### config.mk
export PLATFORM = sky130hd
export DESIGN_NAME = wlan_power_mode_sequencer
export DESIGN_NICKNAME = d
export VERILOG_FILES = /design/src/shared/pwr_seq_pkg.sv /design/src/shared/sleep_timer_if.sv /design/src/hw/sleep_timer.sv /design/src/hw/wlan_power_mode_sequencer.sv
export VERILOG_INCLUDE_DIRS = /design/src /design/src/shared
export SDC_FILE = /design/constraint.sdc
export NUM_CORES = 1
export LEC_CHECK = 0
export BUFFER_PORTS_ARGS = -buffer_cell sky130_fd_sc_hd__buf_2
export CORE_MARGIN = 4
export CORE_UTILIZATION = 29
export CTS_BUF_LIST = sky130_fd_sc_hd__clkbuf_16
export CTS_CLUSTER_SIZE = 16
export DETAILED_ROUTE_END_ITERATION = 10
export GPL_TIMING_DRIVEN = 0
export RECOVER_POWER = 25
export SLEW_MARGIN = 10
export SYNTH_ARGS = -nofsm -noshare
export SYNTH_HDL_FRONTEND = slang
export SYNTH_HIERARCHICAL = 1
export SYNTH_SLANG_ARGS = --single-unit
### constraint.sdc
create_clock -name clk -period 6.07 [get_ports clk]
set_clock_uncertainty 0.2 [all_clocks]
set_input_delay 1.214 -clock clk [delete_from_list [all_inputs] [get_ports clk]]
set_output_delay 1.214 -clock clk [all_outputs]
set_load 0.01 [all_outputs]
### src/shared/pwr_seq_consts.svh
`ifndef PWR_SEQ_CONSTS_SVH
`define PWR_SEQ_CONSTS_SVH

`define MODE_FULL        2'h0
`define MODE_DEEP        2'h1
`define MODE_LIGHT       2'h2
`define SLEEP_TIME_US    1000
`define CLK_PERIOD_NS    10
`define SLEEP_CYCLES     ((`SLEEP_TIME_US * 1000) / `CLK_PERIOD_NS)
`define WAKE_LEAD_CYCLES 16

`endif

### src/shared/pwr_seq_pkg.sv
`default_nettype none
package pwr_seq_pkg;
  typedef enum logic [6:0] {
    ST_FULL      = 7'h01,
    ST_LIGHT     = 7'h02,
    ST_REQUEST   = 7'h04,
    ST_SLEEP     = 7'h08,
    ST_AWAKE     = 7'h10,
    ST_LIGHT_IDL = 7'h20,
    ST_LIGHT_ACT = 7'h40
  } state_type;
endpackage
`default_nettype wire

### src/shared/sleep_timer_if.sv
`timescale 1ns/1ps
`default_nettype none
interface sleep_timer_if;
  logic        start;
  logic [31:0] period;
  logic        expired;
  modport ctrl  (output start, output period, input expired);
  modport timer (input start, input period, output expired);
endinterface
`default_nettype wire

### src/hw/sleep_timer.sv
`timescale 1ns/1ps
`default_nettype none
module sleep_timer
(
  input  wire logic    clk,     // System clock
  input  wire logic    resetn,  // Async reset, active low
  sleep_timer_if.timer tmr      // Start and expiry
);
  logic [31:0] count;
  logic        running;

  always_ff @(posedge clk or negedge resetn)
  begin
    if (!resetn)
    begin
      count   <= 32'h0;
      running <= 1'b0;
    end
    else if (tmr.start)
    begin
      count   <= (tmr.period == 32'h0) ? 32'h1 : tmr.period;
      running <= 1'b1;
    end
    else if (running)
    begin
      count <= count - 32'h1;
      if (count == 32'h1)
        running <= 1'b0;
    end
  end

  always_ff @(posedge clk or negedge resetn)
  begin
    if (!resetn)
      tmr.expired <= 1'b0;
    else
      tmr.expired <= running && !tmr.start && (count == 32'h1);
  end
endmodule
`default_nettype wire

### src/hw/wlan_power_mode_sequencer.sv
// Function
// Three power modes selectable by host, per connection state.
// After reset mode 0: everything powered, no power saving.
// Mode 1 powers off baseband, RF, core; requests sleep first.
// Core turns off only after host grants sleep.
// Host sends nothing while device sleeps until timer wake.
// Mode 1 unconnected: on timer expiry wake core, request again.
// Host selects mode 0 before scanning or joining.
// Host picks mode 1 or 2 only once connected; the bench also selects them while unconnected.
// Mode 1 connected: wake for beacons, sleep until before next.
// Mode 2 powers off baseband and RF only; core stays on.
// Mode 2 unconnected: radio stays off until mode 0.
// Mode 2 connected: check beacons, radio off when idle; the code powers the radio in mode 2 only on traffic, with no beacon wake.
// Return to mode 0 accepted at any time, any state; ST_SLEEP ignores it until timer expiry.
// Hold sleep request until grant; restore radio on traffic or mode 0.
`timescale 1ns/1ps
`default_nettype none
`include "pwr_seq_consts.svh"
module wlan_power_mode_sequencer
#(
  parameter int unsigned SLEEP_CYCLES = `SLEEP_CYCLES,     // Unconnected sleep period
  parameter int unsigned BEACON_CYCLES = `SLEEP_CYCLES,    // Beacon interval
  parameter int unsigned WAKE_LEAD = `WAKE_LEAD_CYCLES     // Wake this early before beacon
)
(
  input  wire logic       clk,          // System clock, 100 MHz
  input  wire logic       resetn,       // Async reset, active low
  input  wire logic [1:0] mode_sel,     // Host selected power mode
  input  wire logic       connected,    // Wireless link established
  input  wire logic       traffic,      // Data pending to/from AP
  input  wire logic       sleep_grant,  // Host permits sleep (pin)
  output var  logic       sleep_req,    // Request permission to sleep
  output var  logic       bb_pwr,       // Baseband power enable
  output var  logic       rf_pwr,       // RF power enable
  output var  logic       core_pwr,     // Core control power enable
  output var  logic       asleep        // Core off, host must not send
);
  // Host-side pins are asynchronous to clk
  logic [1:0] mode_m;
  logic [1:0] mode_s;
  logic       grant_m;
  logic       grant_s;
  logic       conn_m;
  logic       conn_s;
  logic       traf_m;
  logic       traf_s;

  always_ff @(posedge clk or negedge resetn)
  begin
    if (!resetn)
    begin
      mode_m  <= `MODE_FULL;
      mode_s  <= `MODE_FULL;
      grant_m <= 1'b0;
      grant_s <= 1'b0;
      conn_m  <= 1'b0;
      conn_s  <= 1'b0;
      traf_m  <= 1'b0;
      traf_s  <= 1'b0;
    end
    else
    begin
      mode_m  <= mode_sel;
      mode_s  <= mode_m;
      grant_m <= sleep_grant;
      grant_s <= grant_m;
      conn_m  <= connected;
      conn_s  <= conn_m;
      traf_m  <= traffic;
      traf_s  <= traf_m;
    end
  end

  sleep_timer_if tmr ();

  sleep_timer u_timer
  (
    .clk    (clk),
    .resetn (resetn),
    .tmr    (tmr)
  );

  pwr_seq_pkg::state_type state;
  pwr_seq_pkg::state_type next_state;

  // Mode 3 is undefined; treated as full power so it never saves by accident
  function automatic logic is_deep(input logic [1:0] m);
    return m == `MODE_DEEP;
  endfunction

  function automatic logic is_light(input logic [1:0] m);
    return m == `MODE_LIGHT;
  endfunction

  // Sleep length: beacon-led when connected, fixed timer otherwise
  logic [31:0] sleep_len;
  always_comb
  begin
    if (conn_s && BEACON_CYCLES > WAKE_LEAD)
      sleep_len = 32'(BEACON_CYCLES - WAKE_LEAD);
    else if (conn_s)
      sleep_len = 32'h1;
    else
      sleep_len = 32'(SLEEP_CYCLES);
  end

  always_comb
  begin
    next_state = state;
    case (state)
      pwr_seq_pkg::ST_FULL:
      begin
        if (is_deep(mode_s))
          next_state = pwr_seq_pkg::ST_REQUEST;
        // Busy link keeps the radio up: no off-on blip on entry
        else if (is_light(mode_s) && conn_s && traf_s)
          next_state = pwr_seq_pkg::ST_LIGHT_ACT;
        else if (is_light(mode_s))
          next_state = pwr_seq_pkg::ST_LIGHT;
      end
      pwr_seq_pkg::ST_REQUEST:
      begin
        if (!is_deep(mode_s))
          next_state = pwr_seq_pkg::ST_FULL;
        else if (conn_s && traf_s)
          next_state = pwr_seq_pkg::ST_AWAKE;
        else if (grant_s)
          next_state = pwr_seq_pkg::ST_SLEEP;
      end
      pwr_seq_pkg::ST_SLEEP:
      begin
        // A mode change cannot be heard while the core is off
        if (tmr.expired)
          next_state = conn_s ? pwr_seq_pkg::ST_AWAKE : pwr_seq_pkg::ST_REQUEST;
      end
      pwr_seq_pkg::ST_AWAKE:
      begin
        if (!is_deep(mode_s))
          next_state = pwr_seq_pkg::ST_FULL;
        else if (!traf_s)
          next_state = pwr_seq_pkg::ST_REQUEST;
      end
      pwr_seq_pkg::ST_LIGHT:
      begin
        if (!is_light(mode_s))
          next_state = pwr_seq_pkg::ST_FULL;
        else if (conn_s)
          next_state = pwr_seq_pkg::ST_LIGHT_IDL;
      end
      pwr_seq_pkg::ST_LIGHT_IDL:
      begin
        if (!is_light(mode_s))
          next_state = pwr_seq_pkg::ST_FULL;
        else if (!conn_s)
          next_state = pwr_seq_pkg::ST_LIGHT;
        else if (traf_s)
          next_state = pwr_seq_pkg::ST_LIGHT_ACT;
      end
      pwr_seq_pkg::ST_LIGHT_ACT:
      begin
        if (!is_light(mode_s))
          next_state = pwr_seq_pkg::ST_FULL;
        else if (!traf_s || !conn_s)
          next_state = pwr_seq_pkg::ST_LIGHT_IDL;
      end
      default:
        next_state = pwr_seq_pkg::ST_FULL;
    endcase
  end

  always_ff @(posedge clk or negedge resetn)
  begin
    if (!resetn)
      state <= pwr_seq_pkg::ST_FULL;
    else
      state <= next_state;
  end

  assign tmr.start  = (state == pwr_seq_pkg::ST_REQUEST) && (next_state == pwr_seq_pkg::ST_SLEEP);
  assign tmr.period = sleep_len;

  // Outputs registered from the next state
  always_ff @(posedge clk or negedge resetn)
  begin
    if (!resetn)
    begin
      sleep_req <= 1'b0;
      bb_pwr    <= 1'b1;
      rf_pwr    <= 1'b1;
      core_pwr  <= 1'b1;
      asleep    <= 1'b0;
    end
    else
    begin
      sleep_req <= next_state == pwr_seq_pkg::ST_REQUEST;
      bb_pwr    <= next_state inside {pwr_seq_pkg::ST_FULL, pwr_seq_pkg::ST_AWAKE,
                                      pwr_seq_pkg::ST_LIGHT_ACT};
      rf_pwr    <= next_state inside {pwr_seq_pkg::ST_FULL, pwr_seq_pkg::ST_AWAKE,
                                      pwr_seq_pkg::ST_LIGHT_ACT};
      core_pwr  <= next_state != pwr_seq_pkg::ST_SLEEP;
      asleep    <= next_state == pwr_seq_pkg::ST_SLEEP;
    end
  end
endmodule
`default_nettype wire

==> report_table.html, run 1 <==
<table>
<tr><th>Metric</th><th>Value</th></tr>
<tr><th colspan="2">Outcome</th></tr>
<tr><td>Run status</td><td>complete, but fails checks</td></tr>
<tr><td>Failing checks</td><td>max-capacitance violations, max-slew violations</td></tr>
<tr><th colspan="2">STA</th></tr>
<tr><td>Max Freq</td><td>270 MHz</td></tr>
<tr><td>Final-report hold violation count</td><td>0</td></tr>
<tr><td>Tightest Pin Transition</td><td>2.90 ns</td></tr>
<tr><td>Minimum setup slack in the final design</td><td>2.37 ns</td></tr>
<tr><td>Worst relative slew slack</td><td>-93.5%</td></tr>
<tr><td>Setup Viol. Count Final</td><td>0</td></tr>
<tr><td>Pins over their slew limit</td><td>56</td></tr>
<tr><td>Final period util</td><td>61.0%</td></tr>
<tr><td>Final setup TNS</td><td>0 ns</td></tr>
<tr><td>Tmin final</td><td>3.70 ns</td></tr>
<tr><td>Unrepaired setup endpoints after global routing</td><td>false</td></tr>
<tr><th colspan="2">Finish</th></tr>
<tr><td>Area added between synthesis and finish</td><td>19.1%</td></tr>
<tr><td>Total of fill cells in the finished design</td><td>1112</td></tr>
<tr><td>Design area</td><td>3770 sq um</td></tr>
<tr><td>Diodes inserted</td><td>0</td></tr>
<tr><td>Area taken by multi-input logic gates</td><td>1820 sq um</td></tr>
<tr><td>Share of layout cells above drive strength 1</td><td>10.8%</td></tr>
<tr><td>Sequential cell area</td><td>1380 sq um</td></tr>
<tr><td>Most frequent standard cell in the layout excluding fill and tap cells</td><td>conb_1</td></tr>
<tr><td>Commonest non-fill, non-tap cells in the layout</td><td>conb_1 (60), dfrtp_1 (52), nand2_1 (48)</td></tr>
<tr><td>Nets@finish</td><td>434</td></tr>
<tr><th colspan="2">Die</th></tr>
<tr><td>Die height</td><td>112 microns</td></tr>
<tr><td>Ports</td><td>12</td></tr>
<tr><td>Full die area</td><td>12700 sq um</td></tr>
<tr><td>Standard-cell row count</td><td>37</td></tr>
<tr><td>Initial cell density of the core</td><td>30.3%</td></tr>
<tr><td>Core outline area</td><td>10500 sq um</td></tr>
<tr><td>Die W</td><td>112 microns</td></tr>
<tr><th colspan="2">Critical path</th></tr>
<tr><td>Critical path's top delay family</td><td>buffers and inverters</td></tr>
<tr><td>Category of the worst setup path launch point</td><td>primary input</td></tr>
<tr><td>Maximum net fanout on the critical path</td><td>55</td></tr>
<tr><td>Worst setup path class</td><td>primary input to asynchronous set/reset pin</td></tr>
<tr><td>Crit path DAT</td><td>3.27 ns</td></tr>
<tr><td>FF-to-FF setup slack</td><td>3.10 ns</td></tr>
<tr><td>Reg-to-reg critical path endpoint</td><td>u_timer/count[10]$_DFFE_PN0P_</td></tr>
<tr><td>Critical path depth</td><td>1</td></tr>
<tr><td>Worst R2R Start</td><td>state[5]$_DFF_PN0_</td></tr>
<tr><td>Stage delay of the slowest cell on the critical path</td><td>2.00 ns</td></tr>
<tr><td>Cell at the slowest stage of the critical path</td><td>clkbuf_1</td></tr>
<tr><td>WP buf/inv</td><td>1</td></tr>
<tr><td>Worst EP required</td><td>5.64 ns</td></tr>
<tr><td>Cell depth of the worst flop-to-flop path</td><td>10</td></tr>
<tr><td>Cell Chain, Critical Path</td><td>clkbuf_1</td></tr>
<tr><td>CP Capture Type</td><td>asynchronous set/reset pin</td></tr>
<tr><th colspan="2">Yosys</th></tr>
<tr><td>Post-Synthesis Mean Instance Area</td><td>9.07 sq um</td></tr>
<tr><td>Post-Syn Instances</td><td>349</td></tr>
<tr><td>Portion of the post-synthesis area used by sequential elements</td><td>43.6%</td></tr>
<tr><td>Number of warnings issued by yosys</td><td>6</td></tr>
<tr><td>Flops &amp; latches, synth</td><td>55</td></tr>
<tr><td>Primary FF master, synth</td><td>dfrtp_1</td></tr>
<tr><td>Unique masters post-synth</td><td>58</td></tr>
<tr><td>Proportion of netlist area held by the largest area contributor</td><td>41.1%</td></tr>
<tr><td>Async set-or-reset flop fraction in the synthesized netlist</td><td>100%</td></tr>
<tr><td>Combined area of all synthesized cells</td><td>3170 sq um</td></tr>
<tr><td>EDFF count, synth</td><td>0</td></tr>
<tr><td>Cell types with the largest area share after synthesis</td><td>dfrtp_1 (41%), nand2_1 (5.7%), xnor2_1 (5.0%)</td></tr>
<tr><td>Leading area contributor after synthesis</td><td>dfrtp_1</td></tr>
<tr><th colspan="2">Job</th></tr>
<tr><td>Count of max-cap constraint violations</td><td>1</td></tr>
<tr><th colspan="2">Global routing</th></tr>
<tr><td>Remaining global-route overflow</td><td>0</td></tr>
<tr><td>Via count of the first global-routing pass</td><td>2678</td></tr>
<tr><td>Global-route wire length before repair</td><td>12700 microns</td></tr>
<tr><td>Number of antenna violations at the first check in global routing</td><td>0</td></tr>
<tr><td>Global Route Usage Sum</td><td>12.2%</td></tr>
<tr><td>Maximum number of pins on one net before global-route repair</td><td>56</td></tr>
<tr><th colspan="2">Clock network</th></tr>
<tr><td>Clock sink total</td><td>55</td></tr>
<tr><td>Hold-fix buffer count after cts</td><td>0</td></tr>
<tr><td>Clk slew on worst S/H paths</td><td>0.06 ns</td></tr>
<tr><td>H-tree depth</td><td>2</td></tr>
<tr><td>Deepest clock path buffer count</td><td>2</td></tr>
<tr><td>Clock Latency Late Sink</td><td>0.30 ns</td></tr>
<tr><td>TritonCTS clock tree</td><td>yes</td></tr>
<tr><td>Buffer count from post-CTS setup fixing</td><td>0</td></tr>
<tr><td>Clock root cell</td><td>clkbuf_16</td></tr>
<tr><td>Post-cts sizing count</td><td>0</td></tr>
<tr><td>Total CTS buffers</td><td>5</td></tr>
<tr><th colspan="2">Routing</th></tr>
<tr><td>DRC errors left</td><td>0</td></tr>
<tr><td>Remaining antenna violation count</td><td>0</td></tr>
<tr><td>Routed wirelength normalized by instance count</td><td>13.2 microns</td></tr>
<tr><td>Routed via count</td><td>2714</td></tr>
<tr><td>Drt via density</td><td>4.83</td></tr>
<tr><td>DR pass1 iterations</td><td>4</td></tr>
<tr><td>Total length of routed wires</td><td>7400 microns</td></tr>
<tr><td>DRC marker count from the first detailed-route iteration</td><td>169</td></tr>
<tr><th colspan="2">Placement</th></tr>
<tr><td>Worst Setup Slack post-DPL</td><td>3.15 ns</td></tr>
<tr><td>Placement-stage cell area</td><td>3610 sq um</td></tr>
<tr><td>Last weighted congestion value of the routability-driven placer</td><td>0.873</td></tr>
<tr><td>IO buf count</td><td>11</td></tr>
<tr><td>Total half-perimeter wirelength after legalization and detailed placement</td><td>5200 microns</td></tr>
<tr><th colspan="2">Hold path</th></tr>
<tr><td>Worst hold-check path type</td><td>flip-flop to flip-flop</td></tr>
<tr><td>Min-Delay Endpoint</td><td>mode_s[1]$_DFF_PN0_</td></tr>
<tr><td>Cell depth of the worst hold path</td><td>0</td></tr>
<tr><td>Start point of the worst hold path</td><td>mode_m[1]$_DFF_PN0_</td></tr>
<tr><th colspan="2">Power</th></tr>
<tr><td>Power density over the cells</td><td>330 nW/um^2</td></tr>
<tr><td>Leak pwr</td><td>0.00150 uW</td></tr>
<tr><td>Worst voltage drop across the vdd grid</td><td>0.169 mV</td></tr>
</table>
cells in the mapped netlist (3+ instances only):
master and n:
or3_1 4, clkbuf_1 6, o21a_1 3, nor3b_1 3
dfstp_2 3, o21ai_0 28, nand2_1 48, o21ai_1 6
nor4_1 24, inv_1 12, buf_2 6, nor3_1 16
xnor2_1 18, buf_6 5, nor2_1 23, a21oi_1 8
nand4_1 12, a31oi_1 3, nand3_1 9, dfrtp_1 52
xor2_1 5, a311oi_1 3, and3_1 3
worst max-delay path by stage:
stage / startpoint / to / slack [ns]
2_1_floorplan: state[5]$_DFF_PN0_ / u_timer/count[22]$_DFFE_PN0P_ / 3.72
4_1_cts: state[5]$_DFF_PN0_ / u_timer/count[10]$_DFFE_PN0P_ / 3.13
3_3_place_gp: state[5]$_DFF_PN0_ / u_timer/count[4]$_DFFE_PN0P_ / 3.18
6_report: resetn / sleep_req$_DFF_PN0_ / 2.37
5_1_grt: resetn / grant_m$_DFF_PN0_ / 1.64
3_5_place_dp: state[5]$_DFF_PN0_ / u_timer/count[16]$_DFFE_PN0P_ / 3.15
layout make-up:
class | instances | area share [%]
clock buffer | 5 | 3.32
multi-input combinational | 320 | 48.4
timing repair buffer | 11 | 1.43
inverter | 13 | 1.29
tap | 136 | 4.51
buffer | 19 | 3.45
sequential | 55 | 36.6
clock inverter | 3 | 0.996
logic make-up (layout without fill, tap and decap cells):
kind of cell	Yosys count	after routing	synth area share, %
buf+inv	32	51	5.65
flops	55	55	43.6
simple gates	165	165	29.3
xor+xnor	23	23	6.36
fa+ha+maj	2	2	0.790
mux	3	3	0.988
compound gates	67	67	13.1
other cells	2	60	0.237
power breakdown:
group / switching [uW] / total [uW] / internal [uW]
registers: 109 / 576 / 467
clock network: 127 / 319 / 192
logic: 193 / 348 / 154
through the flow:
| stage | total power (uW) | hold slack, ns | cells | utilization (%) |
|---|---|---|---|---|
| 3_5_place_dp | 926 | 0.135 | 554 | 34.5 |
| 2_1_floorplan | 826 | 0.131 | 407 | - |
| 3_3_place_gp | 912 | 0.136 | 554 | 34.5 |
| 4_1_cts | 1250 | 0.150 | 562 | 36.0 |
| 5_1_grt | 1330 | 0.155 | 562 | 36.0 |
| 6_report | 1240 | 0.147 | 562 | 36.0 |
sequential cells by signal, summed over array words and instances (netlist names):
signal,flops
grant_s,1
state,7
grant_m,1
sleep_req,1
mode_s,2
u_timer/running,1
traf_m,1
u_timer/count,32
u_timer/tmr.expired,1
conn_m,1
core_pwr,1
asleep,1
mode_m,2
rf_pwr,1
conn_s,1
traf_s,1
metal layers:
metal  track usage (%)  up-vias  share of wire [%]
li1                  -     1360                  -
met1              15.9     1289                 46
met2              19.7       55                 48
met3              3.23       10                4.6
met4              4.25        0                1.3
met5                 0        -                  0
Power figures use the tool's default switching activity.
==> run 2, diff against run 1 <==
==> constraint.sdc (replaced) <==
create_clock -name clk -period 3.1 [get_ports clk]
set_clock_uncertainty 0.2 [all_clocks]
set_input_delay 0.62 -clock clk [delete_from_list [all_inputs] [get_ports clk]]
set_output_delay 0.62 -clock clk [all_outputs]
set_load 0.01 [all_outputs]
==> run 2 against run 1 <==
  * The run now ends clean
  * Hold slack hardly changed
  * Sequential cell count did not move
  * Setup slack got worse by 2.1 ns
  * Register-to-register slack lost 2.9 ns
  * Critical path depth grew 8
  * Die area unchanged
  * Core utilization is essentially flat
  * Clock power grew 95%
  * Critical endpoint is now u_timer/count[22]$_DFFE_PN0P_
  * Wire length is essentially flat
  * Via count shrank 0.48%
==> report_table.html, run 2 (synthesis results as in run 1) <==
<table>
<tr><th>Metric</th><th>Value</th></tr>
<tr><th colspan="2">Clock network</th></tr>
<tr><td>Deepest clock path buffer count</td><td>2 (unchanged)</td></tr>
<tr><td>Total CTS buffers</td><td>5 (unchanged)</td></tr>
<tr><td>H-tree depth</td><td>2 (unchanged)</td></tr>
<tr><td>Clk slew on worst S/H paths</td><td>0.07 ns (was 0.06 ns)</td></tr>
<tr><td>Clock root cell</td><td>clkbuf_16 (unchanged)</td></tr>
<tr><td>Clock Latency Late Sink</td><td>0.30 ns (about the same)</td></tr>
<tr><td>Buffer count from post-CTS setup fixing</td><td>0 (unchanged)</td></tr>
<tr><td>Clock sink total</td><td>55 (unchanged)</td></tr>
<tr><td>Hold-fix buffer count after cts</td><td>0 (unchanged)</td></tr>
<tr><td>TritonCTS clock tree</td><td>yes (unchanged)</td></tr>
<tr><th colspan="2">STA</th></tr>
<tr><td>Tightest Pin Transition</td><td>1.36 ns (was 2.90 ns)</td></tr>
<tr><td>Tmin final</td><td>2.88 ns</td></tr>
<tr><td>Minimum setup slack in the final design</td><td>0.223 ns (was 2.37 ns)</td></tr>
<tr><td>Final-report hold violation count</td><td>0 (unchanged)</td></tr>
<tr><td>Max Freq</td><td>348 MHz</td></tr>
<tr><td>Pins over their slew limit</td><td>0 (was 56)</td></tr>
<tr><td>Final period util</td><td>92.8%</td></tr>
<tr><td>Setup Viol. Count Final</td><td>0 (unchanged)</td></tr>
<tr><td>Worst relative slew slack</td><td>9.02% (was -93.5%)</td></tr>
<tr><td>Final setup TNS</td><td>0 ns (unchanged)</td></tr>
<tr><td>Hold slack</td><td>0.147 ns (about the same)</td></tr>
<tr><td>Unrepaired setup endpoints after global routing</td><td>false (unchanged)</td></tr>
<tr><th colspan="2">Outcome</th></tr>
<tr><td>Run status</td><td>finished, final reports clean (was complete, but fails checks)</td></tr>
<tr><th colspan="2">Global routing</th></tr>
<tr><td>Maximum number of pins on one net before global-route repair</td><td>56 (unchanged)</td></tr>
<tr><td>Global-route wire length before repair</td><td>12700 microns (unchanged)</td></tr>
<tr><td>Met2 track utilization from global routing</td><td>19.7% (unchanged)</td></tr>
<tr><td>Met1 track demand over resource</td><td>15.9% (unchanged)</td></tr>
<tr><td>Number of antenna violations at the first check in global routing</td><td>0 (unchanged)</td></tr>
<tr><td>Global Route Usage Sum</td><td>12.2% (unchanged)</td></tr>
<tr><td>Layer carrying the most global-route usage</td><td>met2 (unchanged)</td></tr>
<tr><td>Remaining global-route overflow</td><td>0 (unchanged)</td></tr>
<tr><td>GR Layer Usage met3</td><td>3.23% (unchanged)</td></tr>
<tr><td>Via count of the first global-routing pass</td><td>2678 (unchanged)</td></tr>
<tr><th colspan="2">Finish</th></tr>
<tr><td>Diodes inserted</td><td>0 (unchanged)</td></tr>
<tr><td>Register name with the most flops</td><td>u_timer/count (unchanged)</td></tr>
<tr><td>Share of layout cells above drive strength 1</td><td>11.3% (was 10.8%)</td></tr>
<tr><td>Top Registers</td><td>u_timer/count x32, state x7 (unchanged)</td></tr>
<tr><td>Most frequent standard cell in the layout excluding fill and tap cells</td><td>conb_1 (unchanged)</td></tr>
<tr><td>Core Util, Final</td><td>36.1% (was 36.0%)</td></tr>
<tr><td>Flip-flop count of the largest register, all copies and words added</td><td>32 (unchanged)</td></tr>
<tr><td>Nets@finish</td><td>434 (unchanged)</td></tr>
<tr><td>Area added between synthesis and finish</td><td>19.2% (was 19.1%)</td></tr>
<tr><td>Commonest non-fill, non-tap cells in the layout</td><td>conb_1 (60), dfrtp_1 (52), nand2_1 (48) (unchanged)</td></tr>
<tr><th colspan="2">Critical path</th></tr>
<tr><td>Critical path's top delay family</td><td>simple AND/OR/NAND/NOR gates (was buffers and inverters)</td></tr>
<tr><td>WP buf/inv</td><td>4 (was 1)</td></tr>
<tr><td>Cell Chain, Critical Path</td><td>buf_6 &gt; nor3_2 &gt; nor3b_4 &gt; nand4_1 &gt; inv_1 &gt; buf_6 &gt; clkbuf_1 &gt; nor2_1 &gt; a221o_1 (was clkbuf_1)</td></tr>
<tr><td>Stage delay of the slowest cell on the critical path</td><td>0.40 ns (was 2.00 ns)</td></tr>
<tr><td>Worst setup path class</td><td>flip-flop to flip-flop (was primary input to asynchronous set/reset pin)</td></tr>
<tr><td>Cell at the slowest stage of the critical path</td><td>clkbuf_1 (unchanged)</td></tr>
<tr><td>Maximum net fanout on the critical path</td><td>10 (was 55)</td></tr>
<tr><td>Crit path DAT</td><td>2.87 ns (was 3.27 ns)</td></tr>
<tr><td>Worst EP required</td><td>3.09 ns (was 5.64 ns)</td></tr>
<tr><td>CP Capture Type</td><td>flip-flop (was asynchronous set/reset pin)</td></tr>
<tr><td>Critical Path Most Common Cell</td><td>buf_6</td></tr>
<tr><td>Category of the worst setup path launch point</td><td>flip-flop (was primary input)</td></tr>
<tr><th colspan="2">Routing</th></tr>
<tr><td>Total length of routed wires</td><td>7400 microns (about the same)</td></tr>
<tr><td>Remaining antenna violation count</td><td>0 (unchanged)</td></tr>
<tr><td>DRC errors left</td><td>0 (unchanged)</td></tr>
<tr><td>DRC marker count from the first detailed-route iteration</td><td>171 (was 169)</td></tr>
<tr><td>Routed wirelength normalized by instance count</td><td>13.2 microns (about the same)</td></tr>
<tr><td>Routed via count</td><td>2701 (was 2714)</td></tr>
<tr><td>Drt via density</td><td>4.81 (was 4.83)</td></tr>
<tr><td>DR pass1 iterations</td><td>4 (unchanged)</td></tr>
<tr><th colspan="2">Placement</th></tr>
<tr><td>Worst Setup Slack post-DPL</td><td>0.185 ns (was 3.15 ns)</td></tr>
<tr><td>IO buf count</td><td>11 (unchanged)</td></tr>
<tr><td>Last weighted congestion value of the routability-driven placer</td><td>0.873 (unchanged)</td></tr>
<tr><td>Total half-perimeter wirelength after legalization and detailed placement</td><td>5200 microns (unchanged)</td></tr>
<tr><th colspan="2">Die</th></tr>
<tr><td>Die W</td><td>112 microns (unchanged)</td></tr>
<tr><td>Initial cell density of the core</td><td>30.3% (unchanged)</td></tr>
<tr><td>Ports</td><td>12 (unchanged)</td></tr>
<tr><td>Full die area</td><td>12700 sq um (unchanged)</td></tr>
<tr><td>Standard-cell row count</td><td>37 (unchanged)</td></tr>
<tr><td>Core outline area</td><td>10500 sq um (unchanged)</td></tr>
<tr><td>Die height</td><td>112 microns (unchanged)</td></tr>
<tr><th colspan="2">Power</th></tr>
<tr><td>Worst voltage drop across the vdd grid</td><td>0.332 mV (was 0.169 mV)</td></tr>
<tr><td>Leak pwr</td><td>0.00150 uW (about the same)</td></tr>
<tr><td>Power density over the cells</td><td>644 nW/um^2 (was 330 nW/um^2)</td></tr>
<tr><th colspan="2">Job</th></tr>
<tr><td>Count of max-cap constraint violations</td><td>0 (was 1)</td></tr>
<tr><th colspan="2">Hold path</th></tr>
<tr><td>Worst hold-check path type</td><td>flip-flop to flip-flop (unchanged)</td></tr>
</table>
run 2: cell count changes in the layout (fill, tap and decap cells not counted):
cell	previous run	this run
clkbuf_2	0	2
clkbuf_1	7	5
run 2: power breakdown:
group	switching, uW	total (uW)	internal, uW	leakage [uW]
combinational	378	681	303	0.000782
sequential	214	1130	914	0.000635
clock	247	623	376	0.0000864
total	839	2430	1590	0.00150
run 2: final timing paths:
path / startpoint / endpoint / slack [ns] / depth (start not counted)
worst max-delay path: state[5]$_DFF_PN0_ / u_timer/count[22]$_DFFE_PN0P_ / 0.22 / 9
worst min-delay path: mode_m[1]$_DFF_PN0_ / mode_s[1]$_DFF_PN0_ / 0.15 / 0
worst max register to register: state[5]$_DFF_PN0_ / u_timer/count[22]$_DFFE_PN0P_ / 0.22 / 9
worst min register to register: mode_m[1]$_DFF_PN0_ / mode_s[1]$_DFF_PN0_ / 0.15 / 0
max in group asynchronous: resetn / sleep_req$_DFF_PN0_ / 1.44 / 1
min in group asynchronous: resetn / u_timer/count[13]$_DFFE_PN0P_ / 0.41 / 1
run 2: through the flow:
step | cells | cell area (sq um) | total power [uW]
after floorplan | 407 | 3380 | 1620
after global placement | 554 | 3610 | 1790
after detailed placement | 554 | 3610 | 1810
after CTS | 562 | 3770 | 2450
after global routing | 562 | 3770 | 2600
final | 562 | 3770 | 2430
run 2: routing by layer:
| metal | vias up | routed length, microns |
|---|---|---|
| met3 | 10 | 356 |
| met1 | 1280 | 3420 |
| li1 | 1357 | - |
| met4 | 0 | 97 |
| met2 | 54 | 3520 |
| met5 | - | 0 |
run 2: layout make-up:
cell class / count / area (sq um)
multi-input combinational: 320 / 1820
fill: 1111 / 6690
sequential: 55 / 1380
buffer: 19 / 131
timing repair buffer: 11 / 55.1
clock inverter: 3 / 37.5
tap: 136 / 170
inverter: 13 / 48.8
clock buffer: 5 / 125
run 2: repair_timing:
item	in CTS	in global routing
endpoints found under the setup margin	0	4
resized for setup	0	2
endpoints found under the hold margin	0	0
==> run 3, diff against run 2 <==
--- a/config.mk
+++ b/config.mk
@@ -13,6 +13,7 @@
 export CTS_CLUSTER_SIZE = 16
 export DETAILED_ROUTE_END_ITERATION = 10
 export GPL_TIMING_DRIVEN = 0
+export PLACE_DENSITY = 0.52
 export RECOVER_POWER = 25
 export SLEW_MARGIN = 10
 export SYNTH_ARGS = -nofsm -noshare
==> constraint.sdc (replaced) <==
create_clock -name clk -period 2.7 [get_ports clk]
set_clock_uncertainty 0.2 [all_clocks]
set_input_delay 0.54 -clock clk [delete_from_list [all_inputs] [get_ports clk]]
set_output_delay 0.54 -clock clk [all_outputs]
set_load 0.01 [all_outputs]
==> run 3 against run 2 <==
  * Combinational power rose by 19%
  * Clock power is 21% higher
  * Cell area is 1.1% higher
  * Via count fell by 0.11%
  * Power is 17% higher
  * Final cell count increased by 0.53%
  * Sequential share of layout area decreased by 0.38 points
  * Maximum frequency rose by 15%
  * Wire length rose by 1.2%
  * Highest routed layer unchanged
  * First-iteration DRC count fell by 14%
  * Critical path depth unchanged
  * Sequential power is 14% higher
==> report_table.html, run 3 (synthesis results as in run 1) <==
<table>
<tr><th>Metric</th><th>Value</th></tr>
<tr><th colspan="2">Critical path</th></tr>
<tr><td>Worst setup path class</td><td>flip-flop to flip-flop (unchanged)</td></tr>
<tr><td>Maximum net fanout on the critical path</td><td>10 (unchanged)</td></tr>
<tr><td>Category of the worst setup path launch point</td><td>flip-flop (unchanged)</td></tr>
<tr><td>CP Capture Type</td><td>flip-flop (unchanged)</td></tr>
<tr><td>Worst EP required</td><td>2.68 ns (was 3.09 ns)</td></tr>
<tr><td>Crit path DAT</td><td>2.48 ns (was 2.87 ns)</td></tr>
<tr><th colspan="2">Global routing</th></tr>
<tr><td>Via count of the first global-routing pass</td><td>2594 (was 2678)</td></tr>
<tr><td>Global Route Usage Sum</td><td>12.5% (was 12.2%)</td></tr>
<tr><td>Remaining global-route overflow</td><td>0 (unchanged)</td></tr>
<tr><td>Maximum number of pins on one net before global-route repair</td><td>56 (unchanged)</td></tr>
<tr><td>Number of antenna violations at the first check in global routing</td><td>0 (unchanged)</td></tr>
<tr><td>Global-route wire length before repair</td><td>13000 microns (was 12700 microns)</td></tr>
<tr><th colspan="2">Clock network</th></tr>
<tr><td>H-tree depth</td><td>2 (unchanged)</td></tr>
<tr><td>Deepest clock path buffer count</td><td>2 (unchanged)</td></tr>
<tr><td>Clock Latency Late Sink</td><td>0.30 ns (about the same)</td></tr>
<tr><td>Clock sink total</td><td>55 (unchanged)</td></tr>
<tr><td>Clock root cell</td><td>clkbuf_16 (unchanged)</td></tr>
<tr><td>Hold-fix buffer count after cts</td><td>0 (unchanged)</td></tr>
<tr><td>Total CTS buffers</td><td>5 (unchanged)</td></tr>
<tr><td>TritonCTS clock tree</td><td>yes (unchanged)</td></tr>
<tr><td>Clk slew on worst S/H paths</td><td>0.08 ns (was 0.07 ns)</td></tr>
<tr><th colspan="2">Routing</th></tr>
<tr><td>Remaining antenna violation count</td><td>0 (unchanged)</td></tr>
<tr><td>DRC marker count from the first detailed-route iteration</td><td>147 (was 171)</td></tr>
<tr><td>Routed via count</td><td>2698 (was 2701)</td></tr>
<tr><td>Drt via density</td><td>4.78 (was 4.81)</td></tr>
<tr><td>Total length of routed wires</td><td>7490 microns (was 7400 microns)</td></tr>
<tr><td>DR pass1 iterations</td><td>4 (unchanged)</td></tr>
<tr><td>DRC errors left</td><td>0 (unchanged)</td></tr>
<tr><td>Routed wirelength normalized by instance count</td><td>13.3 microns (was 13.2 microns)</td></tr>
<tr><th colspan="2">Finish</th></tr>
<tr><td>Flip-flop count of the largest register, all copies and words added</td><td>32 (unchanged)</td></tr>
<tr><td>Core Util, Final</td><td>36.4% (was 36.1%)</td></tr>
<tr><td>Area added between synthesis and finish</td><td>20.4% (was 19.2%)</td></tr>
<tr><td>Register name with the most flops</td><td>u_timer/count (unchanged)</td></tr>
<tr><td>Design area</td><td>3810 sq um (was 3770 sq um)</td></tr>
<tr><td>Nets@finish</td><td>437 (was 434)</td></tr>
<tr><td>Diodes inserted</td><td>0 (unchanged)</td></tr>
<tr><td>Commonest non-fill, non-tap cells in the layout</td><td>conb_1 (60), dfrtp_1 (52), nand2_1 (48) (unchanged)</td></tr>
<tr><td>Share of layout cells above drive strength 1</td><td>13.1% (was 11.3%)</td></tr>
<tr><td>Top Registers</td><td>u_timer/count x32, state x7 (unchanged)</td></tr>
<tr><td>Most frequent standard cell in the layout excluding fill and tap cells</td><td>conb_1 (unchanged)</td></tr>
<tr><th colspan="2">STA</th></tr>
<tr><td>Tightest Pin Transition</td><td>1.36 ns (about the same)</td></tr>
<tr><td>Minimum setup slack in the final design</td><td>0.197 ns (was 0.223 ns)</td></tr>
<tr><td>Max Freq</td><td>400 MHz (was 348 MHz)</td></tr>
<tr><td>Pins over their slew limit</td><td>0 (unchanged)</td></tr>
<tr><td>Final period util</td><td>92.7% (was 92.8%)</td></tr>
<tr><td>Final-report hold violation count</td><td>0 (unchanged)</td></tr>
<tr><td>Tmin final</td><td>2.50 ns (was 2.88 ns)</td></tr>
<tr><td>Worst relative slew slack</td><td>9.14% (was 9.02%)</td></tr>
<tr><td>Setup Viol. Count Final</td><td>0 (unchanged)</td></tr>
<tr><th colspan="2">Outcome</th></tr>
<tr><td>Run status</td><td>finished, final reports clean (unchanged)</td></tr>
<tr><th colspan="2">Placement</th></tr>
<tr><td>Last weighted congestion value of the routability-driven placer</td><td>0.823 (was 0.873)</td></tr>
<tr><td>IO buf count</td><td>11 (unchanged)</td></tr>
<tr><td>Placement-stage cell area</td><td>3610 sq um (about the same)</td></tr>
<tr><td>Total half-perimeter wirelength after legalization and detailed placement</td><td>5190 microns (was 5200 microns)</td></tr>
<tr><td>Worst Setup Slack post-DPL</td><td>-0.288 ns (was 0.185 ns)</td></tr>
<tr><th colspan="2">Power</th></tr>
<tr><td>Leak pwr</td><td>0.00152 uW (was 0.00150 uW)</td></tr>
<tr><td>Power density over the cells</td><td>749 nW/um^2 (was 644 nW/um^2)</td></tr>
<tr><td>Worst voltage drop across the vdd grid</td><td>0.344 mV (was 0.332 mV)</td></tr>
<tr><td>Power, Total</td><td>2850 uW (was 2430 uW)</td></tr>
<tr><th colspan="2">Die</th></tr>
<tr><td>Standard-cell row count</td><td>37 (unchanged)</td></tr>
<tr><td>Die W</td><td>112 microns (unchanged)</td></tr>
<tr><td>Initial cell density of the core</td><td>30.3% (unchanged)</td></tr>
<tr><td>Core outline area</td><td>10500 sq um (unchanged)</td></tr>
<tr><td>Die height</td><td>112 microns (unchanged)</td></tr>
<tr><td>Full die area</td><td>12700 sq um (unchanged)</td></tr>
<tr><td>Ports</td><td>12 (unchanged)</td></tr>
<tr><th colspan="2">Job</th></tr>
<tr><td>Count of max-cap constraint violations</td><td>0 (unchanged)</td></tr>
<tr><th colspan="2">Hold path</th></tr>
<tr><td>Worst hold-check path type</td><td>primary input to flip-flop (was flip-flop to flip-flop)</td></tr>
</table>
-- run 3: changes by cell type in the layout (fill, tap and decap cells not counted), sizes merged --
cell / delta
clkinvlp: +1
buf: +3
inv: -1
-- run 3: timing repair --
action,CTS,global route
pin swaps,0,0
buffers inserted,0,3
endpoints found under the setup margin,8,17
resized for setup,2,8
-- run 3: final cells by class --
type / count / area, sq um
Clock buffer: 5 / 125
Sequential cell: 55 / 1380
Timing Repair Buffer: 14 / 77.6
Buffer: 19 / 140
Clock inverter: 3 / 46.3
Fill cell: 1101 / 6650
Tap cell: 136 / 170
Inverter: 13 / 48.8
Multi-Input combinational cell: 320 / 1820
-- run 3: routing by layer --
| metal | wire [microns] | GRT usage [%] |
|---|---|---|
| met4 | 30 | 2.32 |
| met1 | 3610 | 17.5 |
| met3 | 239 | 2.05 |
| met2 | 3610 | 20.4 |
| met5 | 0 | 0 |
-- run 3: final timing paths --
path | startpoint | endpoint | slack, ns | cells past startpoint
min in group asynchronous | resetn | mode_m[0]$_DFF_PN0_ | 0.36 | 1
hold / removal | mode_sel[1] | mode_m[1]$_DFF_PN0_ | 0.14 | 1
setup / recovery | state[5]$_DFF_PN0_ | u_timer/count[22]$_DFFE_PN0P_ | 0.20 | 9
hold reg to reg | conn_m$_DFF_PN0_ | conn_s$_DFF_PN0_ | 0.15 | 0
max in group asynchronous | resetn | u_timer/count[31]$_DFFE_PN0P_ | 1.14 | 1
setup reg to reg | state[5]$_DFF_PN0_ | u_timer/count[22]$_DFFE_PN0P_ | 0.20 | 9
-- run 3: power by group --
| part | switching, uW | internal (uW) |
|---|---|---|
| clock network | 313 | 442 |
| logic | 441 | 372 |
| registers | 239 | 1050 |
| total | 993 | 1860 |
-- run 3: critical path, stage by stage, from the launching register on --
cell and delay [ns]:
dfrtp_1 0.38, buf_6 0.14, nor3_2 0.25, nor3b_4 0.32, nand4_1 0.19, inv_1 0.10
buf_6 0.13, clkbuf_4 0.21, nor2_1 0.12, a221o_1 0.33
-- run 3: through the flow --
step / instances / setup TNS (ns) / hold slack (ns)
2_1_floorplan: 407 / 0 / 0.0444
3_3_place_gp: 554 / -1.38 / 0.133
3_5_place_dp: 554 / -1.25 / 0.140
4_1_cts: 562 / 0 / 0.129
5_1_grt: 565 / -0.00385 / 0.135
6_report: 565 / 0 / 0.144
